$ cat src/dlic_pkg.sv
package dlic_pkg;

    // ------------------------------------------------------------------
    // Register map, word offsets on the Avalon-MM slave (byte address).
    // ------------------------------------------------------------------
    localparam logic [4:0] OFF_MASK_FIRST    = 5'h00;
    localparam logic [4:0] OFF_STATUS_FIRST  = 5'h04;
    localparam logic [4:0] OFF_MASK_SECOND   = 5'h08;
    localparam logic [4:0] OFF_STATUS_SECOND = 5'h0c;
    localparam logic [4:0] OFF_MASK_THIRD    = 5'h10;
    localparam logic [4:0] OFF_STATUS_THIRD  = 5'h14;
    localparam logic [4:0] OFF_CONTROL       = 5'h18;

    // ------------------------------------------------------------------
    // Widths, field positions and reset values.
    // ------------------------------------------------------------------
    localparam int          REG_W        = 16;
    localparam logic [15:0] MASK_RST     = 16'h0000;
    localparam logic [15:0] FIRST_FIQ    = 16'h000f;
    localparam logic [15:0] FIRST_IRQ    = 16'hfff0;
    localparam logic [15:0] SECOND_IRQ   = 16'h3007;
    localparam logic [15:0] THIRD_FIQ    = 16'h0001;
    localparam int          BIT_EXT_FAST = 0;
    localparam int          BIT_MEDIA    = 3;
    localparam int          BIT_EXT_ONE  = 5;
    localparam int          BIT_EXT_TWO  = 6;
    localparam int          BIT_EXT_THR  = 7;
    localparam int          BIT_SSI_DONE = 15;
    localparam int          BIT_KEY      = 0;
    localparam int          CTRL_IDLE    = 0;
    localparam int          NUM_SOURCES  = 22;

    // ------------------------------------------------------------------
    // Timing: deglitch tick period and idle clock restart delay.
    // ------------------------------------------------------------------
    localparam int CLK_MHZ           = 200;
    localparam int DEGLITCH_HZ       = 16384;
    localparam int DEGLITCH_CYCLES   = (CLK_MHZ * 1000000) / DEGLITCH_HZ;
    localparam int WAKE_CLOCKS       = 2;

endpackage

$ cat src/dlic_if.sv
`timescale 1ns/1ps
interface dlic_if;
    logic fast_req_n;
    logic norm_req_n;
    logic idle;
    logic cpu_clk_en;

    modport ctrl
    (
        output fast_req_n,
        output norm_req_n,
        input  idle,
        output cpu_clk_en
    );

    modport core
    (
        input  fast_req_n,
        input  norm_req_n,
        output idle,
        input  cpu_clk_en
    );
endinterface

$ cat src/dlic_ctrl.sv
// Chosen here: the Avalon-MM slave port and the register offsets.
`timescale 1ns/1ps
module dlic_ctrl
#(
    parameter int DEGLITCH_CYCLES = dlic_pkg::DEGLITCH_CYCLES
)
(
    input  wire logic        core_clk_i,
    input  wire logic        rst_i,
    dlic_if.ctrl             core_if,
    input  wire logic [4:0]  avs_address_i,
    input  wire logic        avs_read_i,
    input  wire logic        avs_write_i,
    input  wire logic [31:0] avs_writedata_i,
    input  wire logic [3:0]  avs_byteenable_i,
    output logic      [31:0] avs_readdata_o,
    output logic             avs_waitrequest_o,
    input  wire logic        external_fast_pin_n_i,
    input  wire logic        battery_low_source_i,
    input  wire logic        watchdog_expired_source_i,
    input  wire logic        media_changed_source_i,
    input  wire logic        codec_sound_source_i,
    input  wire logic        external_pin_one_n_i,
    input  wire logic        external_pin_two_n_i,
    input  wire logic        external_source_three_i,
    input  wire logic        timer_one_underflow_i,
    input  wire logic        timer_two_underflow_i,
    input  wire logic        rtc_match_source_i,
    input  wire logic        periodic_tick_source_i,
    input  wire logic        serial_one_tx_empty_i,
    input  wire logic        serial_one_rx_full_i,
    input  wire logic        modem_status_change_i,
    input  wire logic        sync_serial_one_done_i,
    input  wire logic        key_press_source_i,
    input  wire logic        sync_serial_two_rx_i,
    input  wire logic        sync_serial_two_tx_i,
    input  wire logic        serial_two_tx_empty_i,
    input  wire logic        serial_two_rx_full_i,
    input  wire logic        codec_port_source_i
);

    // ------------------------------------------------------------------
    // Pin synchronisers.
    // ------------------------------------------------------------------
    localparam int NPIN = 5;
    logic [NPIN-1:0] pin_raw;
    logic [NPIN-1:0] pin_meta_ff;
    logic [NPIN-1:0] pin_sync_ff;

    // Pins are active low except the third external input and the media change input.
    assign pin_raw = {media_changed_source_i, external_source_three_i, ~external_pin_two_n_i,
                      ~external_pin_one_n_i, ~external_fast_pin_n_i};

    // Two flops per pin; only the second stage is read by logic.
    always_ff @(posedge core_clk_i or posedge rst_i)
    begin
        if (rst_i)
            {pin_sync_ff, pin_meta_ff} <= '0;
        else
            {pin_sync_ff, pin_meta_ff} <= {pin_meta_ff, pin_raw};
    end

    // ------------------------------------------------------------------
    // Deglitcher for the media change input.
    // ------------------------------------------------------------------
    logic [15:0] tick_cnt_ff;
    logic        tick;
    logic        media_dg_ff;

    assign tick = (tick_cnt_ff == 16'(DEGLITCH_CYCLES - 1));

    // Free-running divider that models the slow sampling clock.
    always_ff @(posedge core_clk_i or posedge rst_i)
    begin
        if (rst_i)
            tick_cnt_ff <= 16'h0000;
        else
            tick_cnt_ff <= tick ? 16'h0000 : tick_cnt_ff + 16'h0001;
    end

    // Resampling on the slow tick delays at most one tick period.
    always_ff @(posedge core_clk_i or posedge rst_i)
    begin
        if (rst_i)
            media_dg_ff <= 1'b0;
        else if (tick)
            media_dg_ff <= pin_sync_ff[4];
    end

    // ------------------------------------------------------------------
    // Source assembly and end-of-transfer latch.
    // ------------------------------------------------------------------
    logic        ssi_latch_ff;
    logic        ssi_clear;
    logic [15:0] src_first;
    logic [15:0] src_second;
    logic [15:0] src_third;

    // Latch is set by the pulse and cleared by writing one to its status bit.
    assign ssi_clear = avs_write_i && avs_address_i == dlic_pkg::OFF_STATUS_FIRST &&
                       avs_byteenable_i[1] && avs_writedata_i[dlic_pkg::BIT_SSI_DONE];

    // The pulse sets the latch and wins over a clear in the same cycle.
    always_ff @(posedge core_clk_i or posedge rst_i)
    begin
        if (rst_i)
            ssi_latch_ff <= 1'b0;
        else if (sync_serial_one_done_i)
            ssi_latch_ff <= 1'b1;
        else if (ssi_clear)
            ssi_latch_ff <= 1'b0;
    end

    // Level sources pass straight through; no per-source clear exists.
    assign src_first = {ssi_latch_ff, modem_status_change_i, serial_one_rx_full_i,
                        serial_one_tx_empty_i, periodic_tick_source_i, rtc_match_source_i,
                        timer_two_underflow_i, timer_one_underflow_i,
                        pin_sync_ff[3], pin_sync_ff[2], pin_sync_ff[1], codec_sound_source_i,
                        media_dg_ff, watchdog_expired_source_i, battery_low_source_i,
                        pin_sync_ff[0]};
    assign src_second = {2'b00, serial_two_rx_full_i, serial_two_tx_empty_i, 9'h000,
                         sync_serial_two_tx_i, sync_serial_two_rx_i, key_press_source_i};
    assign src_third = {15'h0000, codec_port_source_i};

    // ------------------------------------------------------------------
    // Mask registers and idle control.
    // ------------------------------------------------------------------
    logic [15:0] mask_first_ff;
    logic [15:0] mask_second_ff;
    logic [15:0] mask_third_ff;
    logic        idle_ff;
    logic        wr_lo;
    logic        wr_hi;

    assign wr_lo = avs_write_i && avs_byteenable_i[0];
    assign wr_hi = avs_write_i && avs_byteenable_i[1];

    // Masks start closed so nothing fires before software opens them.
    always_ff @(posedge core_clk_i or posedge rst_i)
    begin
        if (rst_i)
            {mask_first_ff, mask_second_ff, mask_third_ff} <= {3{dlic_pkg::MASK_RST}};
        else
        begin
            if (avs_address_i == dlic_pkg::OFF_MASK_FIRST)
            begin
                if (wr_lo) mask_first_ff[7:0]  <= avs_writedata_i[7:0];
                if (wr_hi) mask_first_ff[15:8] <= avs_writedata_i[15:8];
            end
            if (avs_address_i == dlic_pkg::OFF_MASK_SECOND)
            begin
                if (wr_lo) mask_second_ff[7:0]  <= avs_writedata_i[7:0] & dlic_pkg::SECOND_IRQ[7:0];
                if (wr_hi) mask_second_ff[15:8] <= avs_writedata_i[15:8] & dlic_pkg::SECOND_IRQ[15:8];
            end
            if (avs_address_i == dlic_pkg::OFF_MASK_THIRD && wr_lo)
                mask_third_ff <= {15'h0000, avs_writedata_i[0]};
        end
    end

    // ------------------------------------------------------------------
    // Request combination and clock restart.
    // ------------------------------------------------------------------
    logic       fast_any;
    logic       norm_any;
    logic       any_req;
    logic       fast_req_ff;
    logic       norm_req_ff;
    logic [1:0] wake_cnt_ff;
    logic       clk_en_ff;

    // Plain OR in each group: no priority between members.
    assign fast_any = |((src_first & mask_first_ff & dlic_pkg::FIRST_FIQ) |
                        (src_third & mask_third_ff & dlic_pkg::THIRD_FIQ));
    assign norm_any = |((src_first & mask_first_ff & dlic_pkg::FIRST_IRQ) |
                        (src_second & mask_second_ff & dlic_pkg::SECOND_IRQ));
    assign any_req  = fast_any | norm_any;

    // Idle is entered by software or the core and ended by any unmasked request.
    always_ff @(posedge core_clk_i or posedge rst_i)
    begin
        if (rst_i)
            idle_ff <= 1'b0;
        else if (idle_ff && any_req)
            idle_ff <= 1'b0;
        else if (core_if.idle || (avs_address_i == dlic_pkg::OFF_CONTROL && wr_lo &&
                                  avs_writedata_i[dlic_pkg::CTRL_IDLE]))
            idle_ff <= 1'b1;
    end

    // Registered, active-low; the core ranks fast above normal.
    always_ff @(posedge core_clk_i or posedge rst_i)
    begin
        if (rst_i)
            {fast_req_ff, norm_req_ff} <= 2'b00;
        else
            {fast_req_ff, norm_req_ff} <= {fast_any, norm_any};
    end

    assign core_if.fast_req_n = ~fast_req_ff;
    assign core_if.norm_req_n = ~norm_req_ff;

    // Clock gate reopens two cycles after a request appears in idle.
    always_ff @(posedge core_clk_i or posedge rst_i)
    begin
        if (rst_i)
            {wake_cnt_ff, clk_en_ff} <= 3'b001;
        else if (!idle_ff)
            {wake_cnt_ff, clk_en_ff} <= 3'b001;
        else if (any_req)
        begin
            wake_cnt_ff <= wake_cnt_ff + 2'b01;
            clk_en_ff   <= (wake_cnt_ff == 2'(dlic_pkg::WAKE_CLOCKS - 1));
        end
        else
            clk_en_ff <= 1'b0;
    end

    assign core_if.cpu_clk_en = clk_en_ff;

    // ------------------------------------------------------------------
    // Avalon-MM slave: writes take no wait state, reads take one.
    // ------------------------------------------------------------------
    logic rd_ack_ff;
    // The extra read cycle lets read data come from a flop yet stand at the accepting edge.
    assign avs_waitrequest_o = avs_read_i && !rd_ack_ff;

    always_ff @(posedge core_clk_i or posedge rst_i)
    begin
        if (rst_i)
            rd_ack_ff <= 1'b0;
        else
            rd_ack_ff <= avs_read_i && !rd_ack_ff;
    end

    // Status shows live sources; unused and unmapped bits read zero.
    always_ff @(posedge core_clk_i or posedge rst_i)
    begin
        if (rst_i)
            avs_readdata_o <= 32'h00000000;
        else if (avs_read_i && !rd_ack_ff)
        begin
            case (avs_address_i)
                dlic_pkg::OFF_MASK_FIRST:    avs_readdata_o <= {16'h0000, mask_first_ff};
                dlic_pkg::OFF_STATUS_FIRST:  avs_readdata_o <= {16'h0000, src_first};
                dlic_pkg::OFF_MASK_SECOND:   avs_readdata_o <= {16'h0000, mask_second_ff};
                dlic_pkg::OFF_STATUS_SECOND: avs_readdata_o <= {16'h0000, src_second};
                dlic_pkg::OFF_MASK_THIRD:    avs_readdata_o <= {16'h0000, mask_third_ff};
                dlic_pkg::OFF_STATUS_THIRD:  avs_readdata_o <= {16'h0000, src_third};
                dlic_pkg::OFF_CONTROL:       avs_readdata_o <= {31'h00000000, idle_ff};
                default:                     avs_readdata_o <= 32'h00000000;
            endcase
        end
    end

endmodule

$ cat src/flat_wrapper.sv
// flat-port wrapper written by rule: the top's interface ports become plain ports
module dlic_ctrl_flat 
#(
    parameter int DEGLITCH_CYCLES = dlic_pkg::DEGLITCH_CYCLES
)
  (core_clk_i, rst_i, avs_address_i, avs_read_i, avs_write_i, avs_writedata_i, avs_byteenable_i, avs_readdata_o, avs_waitrequest_o, external_fast_pin_n_i, battery_low_source_i, watchdog_expired_source_i, media_changed_source_i, codec_sound_source_i, external_pin_one_n_i, external_pin_two_n_i, external_source_three_i, timer_one_underflow_i, timer_two_underflow_i, rtc_match_source_i, periodic_tick_source_i, serial_one_tx_empty_i, serial_one_rx_full_i, modem_status_change_i, sync_serial_one_done_i, key_press_source_i, sync_serial_two_rx_i, sync_serial_two_tx_i, serial_two_tx_empty_i, serial_two_rx_full_i, codec_port_source_i, core_if_fast_req_n, core_if_norm_req_n, core_if_idle, core_if_cpu_clk_en);
  dlic_if core_if_i ();
  input  wire logic core_clk_i;
  input  wire logic rst_i;
  input  wire logic [4:0] avs_address_i;
  input  wire logic avs_read_i;
  input  wire logic avs_write_i;
  input  wire logic [31:0] avs_writedata_i;
  input  wire logic [3:0] avs_byteenable_i;
  output logic      [31:0] avs_readdata_o;
  output logic avs_waitrequest_o;
  input  wire logic external_fast_pin_n_i;
  input  wire logic battery_low_source_i;
  input  wire logic watchdog_expired_source_i;
  input  wire logic media_changed_source_i;
  input  wire logic codec_sound_source_i;
  input  wire logic external_pin_one_n_i;
  input  wire logic external_pin_two_n_i;
  input  wire logic external_source_three_i;
  input  wire logic timer_one_underflow_i;
  input  wire logic timer_two_underflow_i;
  input  wire logic rtc_match_source_i;
  input  wire logic periodic_tick_source_i;
  input  wire logic serial_one_tx_empty_i;
  input  wire logic serial_one_rx_full_i;
  input  wire logic modem_status_change_i;
  input  wire logic sync_serial_one_done_i;
  input  wire logic key_press_source_i;
  input  wire logic sync_serial_two_rx_i;
  input  wire logic sync_serial_two_tx_i;
  input  wire logic serial_two_tx_empty_i;
  input  wire logic serial_two_rx_full_i;
  input  wire logic codec_port_source_i;
  output wire logic [$bits(core_if_i.fast_req_n)-1:0] core_if_fast_req_n;
  output wire logic [$bits(core_if_i.norm_req_n)-1:0] core_if_norm_req_n;
  input wire logic [$bits(core_if_i.idle)-1:0] core_if_idle;
  output wire logic [$bits(core_if_i.cpu_clk_en)-1:0] core_if_cpu_clk_en;
  assign core_if_fast_req_n = core_if_i.fast_req_n;
  assign core_if_norm_req_n = core_if_i.norm_req_n;
  assign core_if_i.idle = core_if_idle;
  assign core_if_cpu_clk_en = core_if_i.cpu_clk_en;
  dlic_ctrl #(.DEGLITCH_CYCLES(DEGLITCH_CYCLES)) u_core (.core_clk_i(core_clk_i), .rst_i(rst_i), .core_if(core_if_i), .avs_address_i(avs_address_i), .avs_read_i(avs_read_i), .avs_write_i(avs_write_i), .avs_writedata_i(avs_writedata_i), .avs_byteenable_i(avs_byteenable_i), .avs_readdata_o(avs_readdata_o), .avs_waitrequest_o(avs_waitrequest_o), .external_fast_pin_n_i(external_fast_pin_n_i), .battery_low_source_i(battery_low_source_i), .watchdog_expired_source_i(watchdog_expired_source_i), .media_changed_source_i(media_changed_source_i), .codec_sound_source_i(codec_sound_source_i), .external_pin_one_n_i(external_pin_one_n_i), .external_pin_two_n_i(external_pin_two_n_i), .external_source_three_i(external_source_three_i), .timer_one_underflow_i(timer_one_underflow_i), .timer_two_underflow_i(timer_two_underflow_i), .rtc_match_source_i(rtc_match_source_i), .periodic_tick_source_i(periodic_tick_source_i), .serial_one_tx_empty_i(serial_one_tx_empty_i), .serial_one_rx_full_i(serial_one_rx_full_i), .modem_status_change_i(modem_status_change_i), .sync_serial_one_done_i(sync_serial_one_done_i), .key_press_source_i(key_press_source_i), .sync_serial_two_rx_i(sync_serial_two_rx_i), .sync_serial_two_tx_i(sync_serial_two_tx_i), .serial_two_tx_empty_i(serial_two_tx_empty_i), .serial_two_rx_full_i(serial_two_rx_full_i), .codec_port_source_i(codec_port_source_i));
endmodule
$ cat config.mk
export PLATFORM = sky130hd
export DESIGN_NAME = dlic_ctrl_flat
export DESIGN_NICKNAME = d
export VERILOG_FILES = /design/src/dlic_pkg.sv /design/src/dlic_if.sv /design/src/dlic_ctrl.sv /design/src/flat_wrapper.sv
export SDC_FILE = /design/constraint.sdc
export NUM_CORES = 1
export LEC_CHECK = 0
export BUFFER_PORTS_ARGS = -buffer_cell sky130_fd_sc_hd__buf_2
export CORE_MARGIN = 4
export CORE_UTILIZATION = 40
export CTS_CLUSTER_SIZE = 20
export DETAILED_ROUTE_END_ITERATION = 16
export HOLD_SLACK_MARGIN = 0.06
export PLACE_DENSITY = 0.72
export SETUP_SLACK_MARGIN = 0.05
export SKIP_CTS_REPAIR_TIMING = 1
export SLEW_MARGIN = 20
export SYNTH_ARGS = -nofsm -noshare
export SYNTH_HDL_FRONTEND = slang
export SYNTH_SLANG_ARGS = --single-unit
$ cat constraint.sdc
create_clock -name core_clk_i -period 2.8 [get_ports core_clk_i]
set_input_delay 0.14 -clock core_clk_i [delete_from_list [all_inputs] [get_ports core_clk_i]]
set_output_delay 0.14 -clock core_clk_i [all_outputs]
set_load 0.05 [all_outputs]
==> Word-level counts from Yosys, hierarchy flattened <==
Cells that the tools add are included.
{ "op_classes": {"addsub": 2, "muxes": 10, "eq_ne": 9, "reduce_logical": 21, "n_bitwise": 11} }
{ "op_table": {"columns": ["op", "count"], "rows": [
  ["16-bit case mux with 7 select lines", 1],
  ["16-bit OR reduction", 2],
  ["16-bit by 1-bit adder with 16-bit output, second input constant", 1],
  ["16-bit bitwise AND", 1],
  ["16-bit by 14-bit == test with 1-bit output, second input constant", 1],
  ["16-bit 2-to-1 mux", 1],
  ["16-bit by 14-bit bitwise OR with 16-bit output", 1],
  ["5-bit == test, second input constant", 3],
  ["14-bit bitwise AND", 1],
  ["5-bit by 4-bit == test with 1-bit output, second input constant", 2],
  ["1-bit logical AND", 10],
  ["2-bit AND reduction", 4],
  ["1-bit 2-to-1 mux", 6],
  ["5-bit by 3-bit == test with 1-bit output, second input constant", 1],
  ["5-bit logical NOT", 1],
  ["1-bit NOT", 5],
  ["2-bit 2-to-1 mux", 2],
  ["4-bit by 1-bit bitwise OR with 4-bit output", 1],
  ["2-bit nonzero test", 2],
  ["2-bit by 1-bit adder with 2-bit output, second input constant", 1],
  ["2-bit by 1-bit == test with 1-bit output, second input constant", 1],
  ["2-bit != test, second input constant", 1],
  ["1-bit bitwise AND", 1],
  ["1-bit logical NOT", 1],
  ["2 further kinds", 2]
]} }
{ "totals": {"inputBits": 68, "elab_cells": 70, "out_inout_bits": 36, "regBits": 89} }

==> Depth between registers and ports, before layout <==
Gate-level depths: netlist of run 1.
{ "logic_depth": {"ltp_word": 6, "depth_mapped": 8, "mapped_depth_nobuf": 7} }

==> Worst setup path before layout of run 1 <==
OpenSTA, ideal clock, no wires.
{ "synth_path": {"path_type": "register -> register", "start": "reg u_core.tick_cnt_ff[0]", "end": "reg u_core.media_dg_ff", "path_buffers": 1, "synth_period_minus_slack_ns": 1.931, "slack_ns": 0.869, "setup_time_ns": 0.125, "t_arrival_ns": 1.806, "stages_incl_launch_ff": 8, "t_required_ns": 2.675, "cell_sequence": "dfrtp_1 -> inv_1 -> ha_1 -> or4b_1 -> nor4b_2 -> and3_1 -> buf_6 -> mux2_4"} }
{ "synth_via": {"elab_chain_len": 1} }
{ "synth_lines": {"columns": ["item", "line", "rtl"], "rows": [
  ["start, declared", "dlic_ctrl.sv:66", "logic [15:0] tick_cnt_ff;"],
  ["start signal, assigned", "dlic_ctrl.sv:78", "tick_cnt_ff <= tick ? 16'h0000 : tick_cnt_ff + 16'h0001;"],
  ["16-bit by 14-bit == test with 1-bit output", "dlic_ctrl.sv:70", "assign tick = (tick_cnt_ff == 16'(DEGLITCH_CYCLES - 1));"],
  ["end signal, assigned", "dlic_ctrl.sv:87", "media_dg_ff <= pin_sync_ff[4];"],
  ["end, declared", "dlic_ctrl.sv:68", "logic media_dg_ff;"]
]} }
Every way passes these cells.
A chain may end at the register's enable or synchronous reset.

==> Worst setup path after layout of run 1 <==
Ends and elaborated chain as after synthesis.

==> results.json, run 1 <==
{
  "status": "completed",
  "grt_pass1_vias": 2512,
  "antenna_found_initial": 0,
  "synth-edff-count": 0,
  "cts_buffers": 9,
  "synth_warnings": 0,
  "rows": 33,
  "cts_root_buffer": "clkbuf_8",
  "final_hold_viol_count": 0,
  "worst_slack_ns": 0.660,
  "crit_arrival_ns": 2.36,
  "synth_fa_ha_area_share_pct": 1.11,
  "routabilityCongestion": 0.860,
  "final.min_clock_period_ns": 2.14,
  "crit_fanout": 8,
  "synth_cell_type_count": 47,
  "drt_iter0_markers": 107,
  "clockBufferDepth": 2,
  "synth_area_mm2": 0.00338,
  "grt_usage_pct": 16.1,
  "vdd_drop_max_mv": 0.298,
  "dpl.cell_count": 458,
  "dr.pass1.iters": 4,
  "synth_top_area_share_pct": 53.3,
  "cts.clk_slew.worst_paths_ns": 0.08,
  "synthArstFlopShare_pct": 100,
  "synthSimpleGateAreaFrac_pct": 13.6,
  "hold_class": "input pin to flop",
  "period_share_pct": 76.4,
  "syn_area_per_cell_um2": 11.6,
  "slew_violations": 0,
  "gr-total-overflow": 0,
  "num_antenna_cells": 0,
  "synth_compound_area_share_pct": 9.81,
  "die_area_mm2": 0.00998,
  "area_growth_pct": 24.0,
  "initial_core_util_pct": 41.1,
  "tns_ns": 0,
  "drc": 0,
  "instances_no_fill": 496,
  "ys_seq_area_share_pct": 54.1,
  "nFillCells": 743,
  "total_leakage_power_nw": 2.05,
  "wl_um": 7850,
  "hpwl_um": 5760,
  "die_w_um": 99.9,
  "clock_latency_ns": 0.35,
  "layout-drive-gt1-share_pct": 33.2,
  "io_buffers": 69,
  "nets": 457,
  "grt_max_degree": 29,
  "syn_inst": 291,
  "core_mm2": 0.00822,
  "whs_ns": 0.0618,
  "synth_top_area_cell": "dfrtp_1",
  "dpl_worst_slack_ns": 0.661,
  "cp.required_ns": 3.02,
  "cts-htree-levels": 3,
  "tightest_slew_ns": 0.580,
  "critical_path_class": "flop to flop",
  "dieHeight_um": 99.9,
  "cts_tree": "built",
  "synth_xor_area_share_pct": 2.85,
  "cap_violations": 0,
  "num_vias": 2569,
  "synth_area_leaders": "dfrtp_1 (53%), mux2_2 (7.7%), a22oi_1 (4.2%)",
  "wl_per_cell_um": 15.8,
  "p_per_area_mw_per_mm2": 593,
  "power_w": 0.00248,
  "synthMuxAreaShare_pct": 11.7,
  "pin_count": 104,
  "rsz0062_at_grt": "no",
  "max_slew_margin_pct": 61.0,
  "finalSetupViolations": 0,
  "ys_ff_latch": 73,
  "fin_skew_ns": 0.0135,
  "crit_path_end_kind": "flop",
  "cts.sinks": 73,
  "ant_nets": 0,
  "grt_pass1_wl_um": 12600,
  "synth_top_family_by_area": "simple AND/OR/NAND/NOR gates",
  "crit_path_start_kind": "flop",
  "fmax_ghz": 0.467,
  "routed_via_density": 5.18,
  "synth-main-ff-cell": "dfrtp_1"
}
-- routing by layer --
layer | share of wire (%) | track usage (%)
met1 | 42 | 20.9
met2 | 48 | 26.6
met3 | 9.7 | 4.66
met4 | 0.42 | 4.10
met5 | 0 | 0
-- cell usage after synthesis, types with 8 or more instances --
cell type	instances
xor2_1	8
buf_4	16
o21ai_0	14
nand2_1	28
mux2_2	23
dfrtp_1	72
inv_1	11
nor2_1	15
nand3_1	8
a22oi_1	19
-- registers in the layout, summed over array words and instances (netlist names) --
register                   cells
u_core.avs_readdata_o         16
u_core.mask_first_ff          16
u_core.tick_cnt_ff            16
u_core.mask_second_ff          5
u_core.pin_meta_ff             5
u_core.pin_sync_ff             5
u_core.wake_cnt_ff             2
u_core.core_if.cpu_clk_en      1
u_core.fast_req_ff             1
u_core.idle_ff                 1
u_core.mask_third_ff           1
u_core.media_dg_ff             1
u_core.norm_req_ff             1
u_core.rd_ack_ff               1
u_core.ssi_latch_ff            1
-- worst max-delay path: stages, from the launching register on --
cell and delay [ns]:
dfrtp_1 0.45, inv_1 0.08, ha_1 0.13, or4b_1 0.44
nor4b_2 0.20, and3_1 0.39, mux2_4 0.33
-- through the flow --
stage          utilization [%]  instance area (um^2)
5_1_grt                   51.0                  4190
4_1_cts                   48.3                  3970
2_1_floorplan                -                  3440
3_3_place_gp              45.9                  3770
6_report                  51.0                  4190
3_5_place_dp              45.9                  3770
-- cells by family after synthesis --
kind of cell | Yosys count
other | 1
AOI/OAI and AO/OA | 48
muxes | 31
adders and majority gates | 3
buffers and inverters | 39
and+or+nand+nor | 85
xor gates and xnor gates | 11
DFF | 73
-- layout make-up --
class                   instances  area [um^2]  share of cell area [%]
clock buffers                   9          124                    2.96
clock inverters                 7         75.1                    1.79
multi-input cells             194         1380                    32.9
inverters                      11         41.3                   0.986
well taps                     105          131                    3.14
repair buffers                 97          611                    14.6
flip-flops and latches         73         1830                    43.6
-- report_power, final --
part / switching (W) / internal, W
Sequential: 0.0000669 / 0.00115
Combinational: 0.000263 / 0.000174
Clock: 0.000415 / 0.000419
-- cell usage in the layout, fill, tap and decap left out, types with 2 or more instances in the layout --
cell / netlist / final
ha_1: 3 / 3
xnor2_1: 3 / 3
xor2_1: 8 / 8
and2_1: 2 / 2
nor2_1: 15 / 15
buf_2: 6 / 69
a22o_1: 4 / 4
a222oi_1: 2 / 2
a22oi_1: 19 / 19
o21ai_0: 14 / 14
nor4_1: 2 / 2
inv_1: 11 / 10
nand3b_1: 2 / 2
nand4_1: 6 / 6
buf_4: 16 / 6
dfrtp_1: 72 / 72
nand2b_1: 3 / 3
nand3_1: 8 / 8
conb_1: 1 / 16
a21oi_1: 2 / 2
dlygate4sd3_1: 0 / 22
and3_1: 6 / 6
nor3_2: 2 / 2
inv_6: 0 / 3
mux4_2: 4 / 4
mux2_2: 23 / 23
nand2_1: 28 / 28
clkinv_2: 0 / 2
mux2i_1: 3 / 3
clkbuf_8: 0 / 9
a21o_1: 2 / 2
-- final timing paths --
kind | from | to | slack (ns) | cells after the start
max | u_core.tick_cnt_ff[0] | u_core.media_dg_ff | 0.66 | 6
min | core_if_idle | u_core.idle_ff | 0.06 | 3
max reg2reg | u_core.tick_cnt_ff[0] | u_core.media_dg_ff | 0.66 | 6
min reg2reg | u_core.pin_meta_ff[3] | u_core.pin_sync_ff[3] | 0.34 | 0
max in group asynchronous | rst_i | u_core.avs_readdata_o[5] | 1.64 | 4
min in group asynchronous | rst_i | u_core.pin_sync_ff[4] | 0.40 | 3
(Power assumes the default switching activity.)
==> run 2, diff against run 1 <==
Clock period 2.8 ns to 2.2 ns, I/O delays scaled along.
==> run 2 against run 1 <==
Register-to-register slack worse by 0.49 ns. Sequential share of layout area is 0.21 points higher. Global-route usage is 0.52 points lower. Die area stayed put. Combinational power is 28% higher.
==> results.json, run 2 (synthesis gave the netlist of run 1 again) <==
{
  "max_stage_delay_ns": 0.44,
  "dpl_worst_slack_ns": 0.121,
  "wl_um": 7700,
  "final_core_util_pct": 50.7,
  "cts_tree": "built",
  "initial_core_util_pct": 41.1,
  "die_area_mm2": 0.00998,
  "num_antenna_cells": 0,
  "num_vias": 2535,
  "wl_per_cell_um": 15.5,
  "rsz0062_at_grt": "no",
  "worst_slack_ns": 0.173,
  "hold_depth": 3,
  "dieHeight_um": 99.9,
  "crit_fanout": 8,
  "grt_max_degree": 74,
  "routabilityCongestion": 0.822,
  "dr.pass1.iters": 4,
  "crit_arrival_ns": 2.25,
  "final_common_cell": "dfrtp_1",
  "instances_no_fill": 495,
  "cp_num_buf_inv": 0,
  "cts_root_buffer": "clkbuf_8",
  "fin_skew_ns": 0.00411,
  "cts.clk_slew.worst_paths_ns": 0.07,
  "met3_wirelength_um": 663,
  "clock_latency_ns": 0.34,
  "period_share_pct": 92.1,
  "total_leakage_power_nw": 2.04,
  "finalSetupViolations": 0,
  "vdd_drop_max_mv": 0.310,
  "status": "completed",
  "cp.required_ns": 2.42,
  "pin_count": 104,
  "cap_violations": 0,
  "cts.sinks": 73,
  "slowest_stage": "dfrtp_1",
  "cts_buffers": 9,
  "hpwl_um": 5600,
  "wirelength_met1_um": 3400,
  "crit_path_end_kind": "flop",
  "drt_iter0_markers": 173,
  "final.min_clock_period_ns": 2.03,
  "crit_family": "simple AND/OR/NAND/NOR gates",
  "gr-total-overflow": 0,
  "final_hold_viol_count": 0,
  "reg_top3": "u_core.avs_readdata_o: 16 flops, u_core.mask_first_ff: 16 flops, u_core.tick_cnt_ff: 16 flops",
  "tightest_slew_ns": 0.548,
  "top_layer": "met4",
  "grt_pass1_vias": 2358,
  "dpl.cell_count": 459,
  "antenna_found_initial": 0,
  "max_slew_margin_pct": 63.4,
  "io_buffers": 69,
  "crit_chain": "ha_1 > or4b_1 > nor4b_2 > and3_2 > mux2_4",
  "rows": 33,
  "area_growth_pct": 23.4,
  "mostFrequentLayoutCells": "dfrtp_1 (72), buf_2 (69), nand2_1 (28), dlygate4sd3_1 (24), mux2_2 (23)",
  "nets": 460,
  "drc": 0,
  "crit_path_start_kind": "flop",
  "hold_class": "input pin to flop",
  "cts-htree-levels": 3,
  "p_per_area_mw_per_mm2": 700,
  "ant_nets": 0,
  "grt_pass1_wl_um": 12100,
  "r2r_end": "u_core.media_dg_ff",
  "critical_path_class": "flop to flop",
  "wl_met2_um": 3540,
  "tns_ns": 0,
  "die_w_um": 99.9,
  "r2r_cells": 5,
  "min_from": "battery_low_source_i",
  "routed_via_density": 5.12,
  "slew_violations": 0,
  "r2r_slack_ns": 0.17,
  "clockBufferDepth": 2,
  "whs_endpoint": "u_core.fast_req_ff",
  "core_mm2": 0.00822,
  "layout-drive-gt1-share_pct": 32.6,
  "fmax_ghz": 0.493,
  "grt_usage_pct": 15.6,
  "rr_startpoint": "u_core.tick_cnt_ff[1]"
}
==> run 2: cell types whose count changed in the layout (fill, tap and decap cells not counted) <==
cell / change
bufinv_16: -1
dlygate4sd3_1: +2
and3_2: +1
clkinv_4: -1
clkbuf_1: +1
inv_6: -3
buf_12: +1
and3_1: -1
==> run 2: stage by stage <==
| step | instance area [um^2] | hold slack (ns) | total power (W) |
|---|---|---|---|
| after floorplan | 3440 | 0.141 | 0.00196 |
| after global placement | 3790 | 0.221 | 0.00208 |
| after detailed placement | 3790 | 0.222 | 0.00210 |
| after CTS | 3930 | -0.142 | 0.00292 |
| after global routing | 4170 | 0.0643 | 0.00307 |
| final | 4170 | 0.0603 | 0.00292 |
==> run 2: layout make-up <==
class	instances	area, um^2
Fill cell	733	4050
Multi-Input combinational cell	194	1380
Clock buffer	10	128
Timing Repair Buffer	100	651
Tap cell	105	131
Clock inverter	2	10.0
Sequential cell	73	1830
Inverter	11	41.3
==> run 2: worst min-delay path: cells and delay by family <==
family                 cells  cell delay (ns)
AND/OR/NAND/NOR            1             0.08
buffers and inverters      1             0.10
AO/OA/AOI/OAI              1             0.07
==> run 2: worst max-delay path by stage <==
stage | from | to | slack, ns | cells past startpoint
after global placement | u_core.tick_cnt_ff[1] | u_core.media_dg_ff | 0.18 | 5
after global routing | u_core.tick_cnt_ff[1] | u_core.media_dg_ff | 0.08 | 5
after CTS | u_core.tick_cnt_ff[1] | u_core.media_dg_ff | 0.12 | 5
after floorplan | rst_i | u_core.avs_readdata_o[0] | 0.24 | 1
final | u_core.tick_cnt_ff[1] | u_core.media_dg_ff | 0.17 | 5
after detailed placement | u_core.tick_cnt_ff[1] | u_core.media_dg_ff | 0.12 | 5
==> run 2: report_power, final <==
part	internal, W	total [W]	switching (W)
Combinational	0.000226	0.000559	0.000334
Sequential	0.00146	0.00154	0.0000811
Clock	0.000380	0.000819	0.000439
==> run 2: layer usage <==
| layer | global-route usage (%) | vias up |
|---|---|---|
| met5 | 0 | - |
| met4 | 4.94 | 0 |
| met3 | 4.10 | 10 |
| met2 | 23.3 | 108 |
| met1 | 22.2 | 1222 |
| li1 | - | 1195 |
==> run 3, diff against run 2 <==
Settings changed: CORE_ASPECT_RATIO from default to 2.
==> run 3 against run 2 <==
Cell count shrank 1.2%. Die area increased by 0.90%. Clock skew rose by 0.0026 ns. Clock power grew 94%. Non-clock buffer count is 3 lower. Global-route usage up 0.74 points. Count of clock-buffer cells in the layout grew 1. Flip-flop and latch count unchanged. Critical endpoint is now u_core.tick_cnt_ff[10]. Highest routed layer unchanged.
==> results.json, run 3 (synthesis gave the netlist of run 1 again) <==
{
  "status": "completed",
  "gr-total-overflow": 0,
  "dieHeight_um": 138,
  "multi_input_area_mm2": 0.00138,
  "final_core_util_pct": 52.7,
  "mostFrequentLayoutCells": "dfrtp_1 (72), buf_2 (69), nand2_1 (28), mux2_2 (23), dlygate4sd3_1 (22)",
  "num_vias": 2543,
  "cts-htree-levels": 3,
  "hpwl_um": 6100,
  "grt_pass1_wl_um": 12200,
  "rsz0062_at_grt": "no",
  "clock_latency_ns": 0.33,
  "cts.clk_slew.worst_paths_ns": 0.06,
  "max_slew_margin_pct": 56.9,
  "tns_ns": 0,
  "critPathCapture": "u_core.tick_cnt_ff[10]",
  "drt_iter0_markers": 178,
  "cap_violations": 0,
  "regArea_mm2": 0.00183,
  "grt_usage_pct": 16.3,
  "finalSetupViolations": 0,
  "nFillCells": 751,
  "hold_depth": 3,
  "r2r_cells": 8,
  "area_growth_pct": 28.5,
  "rows": 47,
  "grt_max_degree": 45,
  "io_buffers": 69,
  "num_antenna_cells": 0,
  "crit_path_start_kind": "flop",
  "tightest_slew_ns": 0.645,
  "crit_start": "u_core.tick_cnt_ff[0]",
  "layout-drive-gt1-share_pct": 33.5,
  "vdd_drop_max_mv": 0.603,
  "die_area_mm2": 0.0101,
  "cts_buffers": 9,
  "r2r_slack_ns": 0.19,
  "wl_um": 7930,
  "routed_via_density": 5.20,
  "die_w_um": 73.0,
  "hold_class": "input pin to flop",
  "cts.sinks": 73,
  "reg_top3": "u_core.avs_readdata_o: 16 flops, u_core.mask_first_ff: 16 flops, u_core.tick_cnt_ff: 16 flops",
  "clockBufferDepth": 2,
  "cts_root_buffer": "clkbuf_16",
  "crit_path_end_kind": "flop",
  "pin_count": 104,
  "initial_core_util_pct": 41.0,
  "wl_per_cell_um": 16.2,
  "slew_violations": 0,
  "final_hold_viol_count": 0,
  "power_w": 0.00370,
  "dpl.cell_count": 451,
  "fin_skew_ns": 0.00671,
  "instances_no_fill": 489,
  "dr.pass1.iters": 4,
  "r2r_end": "u_core.tick_cnt_ff[10]",
  "fmax_ghz": 0.497,
  "p_per_area_mw_per_mm2": 853,
  "cp.required_ns": 2.42,
  "drc": 0,
  "final.min_clock_period_ns": 2.01,
  "nets": 457,
  "rr_startpoint": "u_core.tick_cnt_ff[0]",
  "total_leakage_power_nw": 2.11,
  "grt_pass1_vias": 2508,
  "period_share_pct": 91.5,
  "crit_arrival_ns": 2.23,
  "core_mm2": 0.00823,
  "routabilityCongestion": 0.876,
  "final_common_cell": "dfrtp_1",
  "crit_fanout": 12,
  "cts_tree": "built",
  "antenna_found_initial": 0,
  "ant_nets": 0,
  "critical_path_class": "flop to flop"
}
==> run 3: changes by cell type in the layout (fill, tap and decap cells not counted), sizes merged <==
cell	change
dlygate4sd3	-2
bufinv	+2
clkbuf	+1
buf	-1
clkinvlp	+1
==> run 3: per-layer routing <==
layer  wire (um)  global-route usage [%]  share of wire [%]  vias up
li1            -                       -                  -     1197
met1        2780                    16.9                 35     1232
met2        4440                    29.4                 56       88
met3         424                    3.99                5.3       26
met4         289                    8.73                3.6        0
met5           0                       0                  0        -
==> run 3: critical path, stage by stage, from the launching register on <==
cell and delay [ns]:
dfrtp_1 0.44, inv_1 0.08, ha_1 0.14, or4b_1 0.45, nor4b_2 0.22, and3_4 0.25, buf_12 0.13, nor3_2 0.04
a21o_1 0.15
==> run 3: where the power goes <==
| group | switching, W | internal (W) | leakage [nW] |
|---|---|---|---|
| logic | 0.000344 | 0.000227 | 1.00 |
| registers | 0.0000847 | 0.00146 | 0.947 |
| clock network | 0.000537 | 0.00105 | 0.162 |
==> run 3: worst min-delay path by stage <==
stage | slack (ns) | endpoint | from
detailed placement | 0.22 | u_core.pin_meta_ff[4] | media_changed_source_i
CTS | -0.13 | u_core.pin_sync_ff[0] | rst_i
finish | 0.05 | u_core.fast_req_ff | battery_low_source_i
floorplan | 0.14 | u_core.pin_meta_ff[3] | external_source_three_i
global placement | 0.22 | u_core.pin_meta_ff[3] | external_source_three_i
global route | 0.08 | u_core.mask_second_ff[0] | avs_writedata_i[0]
==> run 3: area by class of cell <==
class / count / area share, %
repair buffers: 97 / 14.6
multi-input cells: 194 / 31.9
well taps: 98 / 2.82
inverters: 11 / 0.951
flip-flops and latches: 73 / 42.1
clock buffers: 11 / 5.82
clock inverters: 5 / 1.79
==> run 3: through the flow <==
| stage | setup slack, ns | cell area, um^2 | hold slack [ns] |
|---|---|---|---|
| 2_1_floorplan | 0.238 | 3440 | 0.141 |
| 3_3_place_gp | 0.187 | 3790 | 0.221 |
| 3_5_place_dp | 0.136 | 3790 | 0.222 |
| 4_1_cts | 0.120 | 4120 | -0.130 |
| 5_1_grt | 0.0916 | 4340 | 0.0789 |
| 6_report | 0.187 | 4340 | 0.0532 |
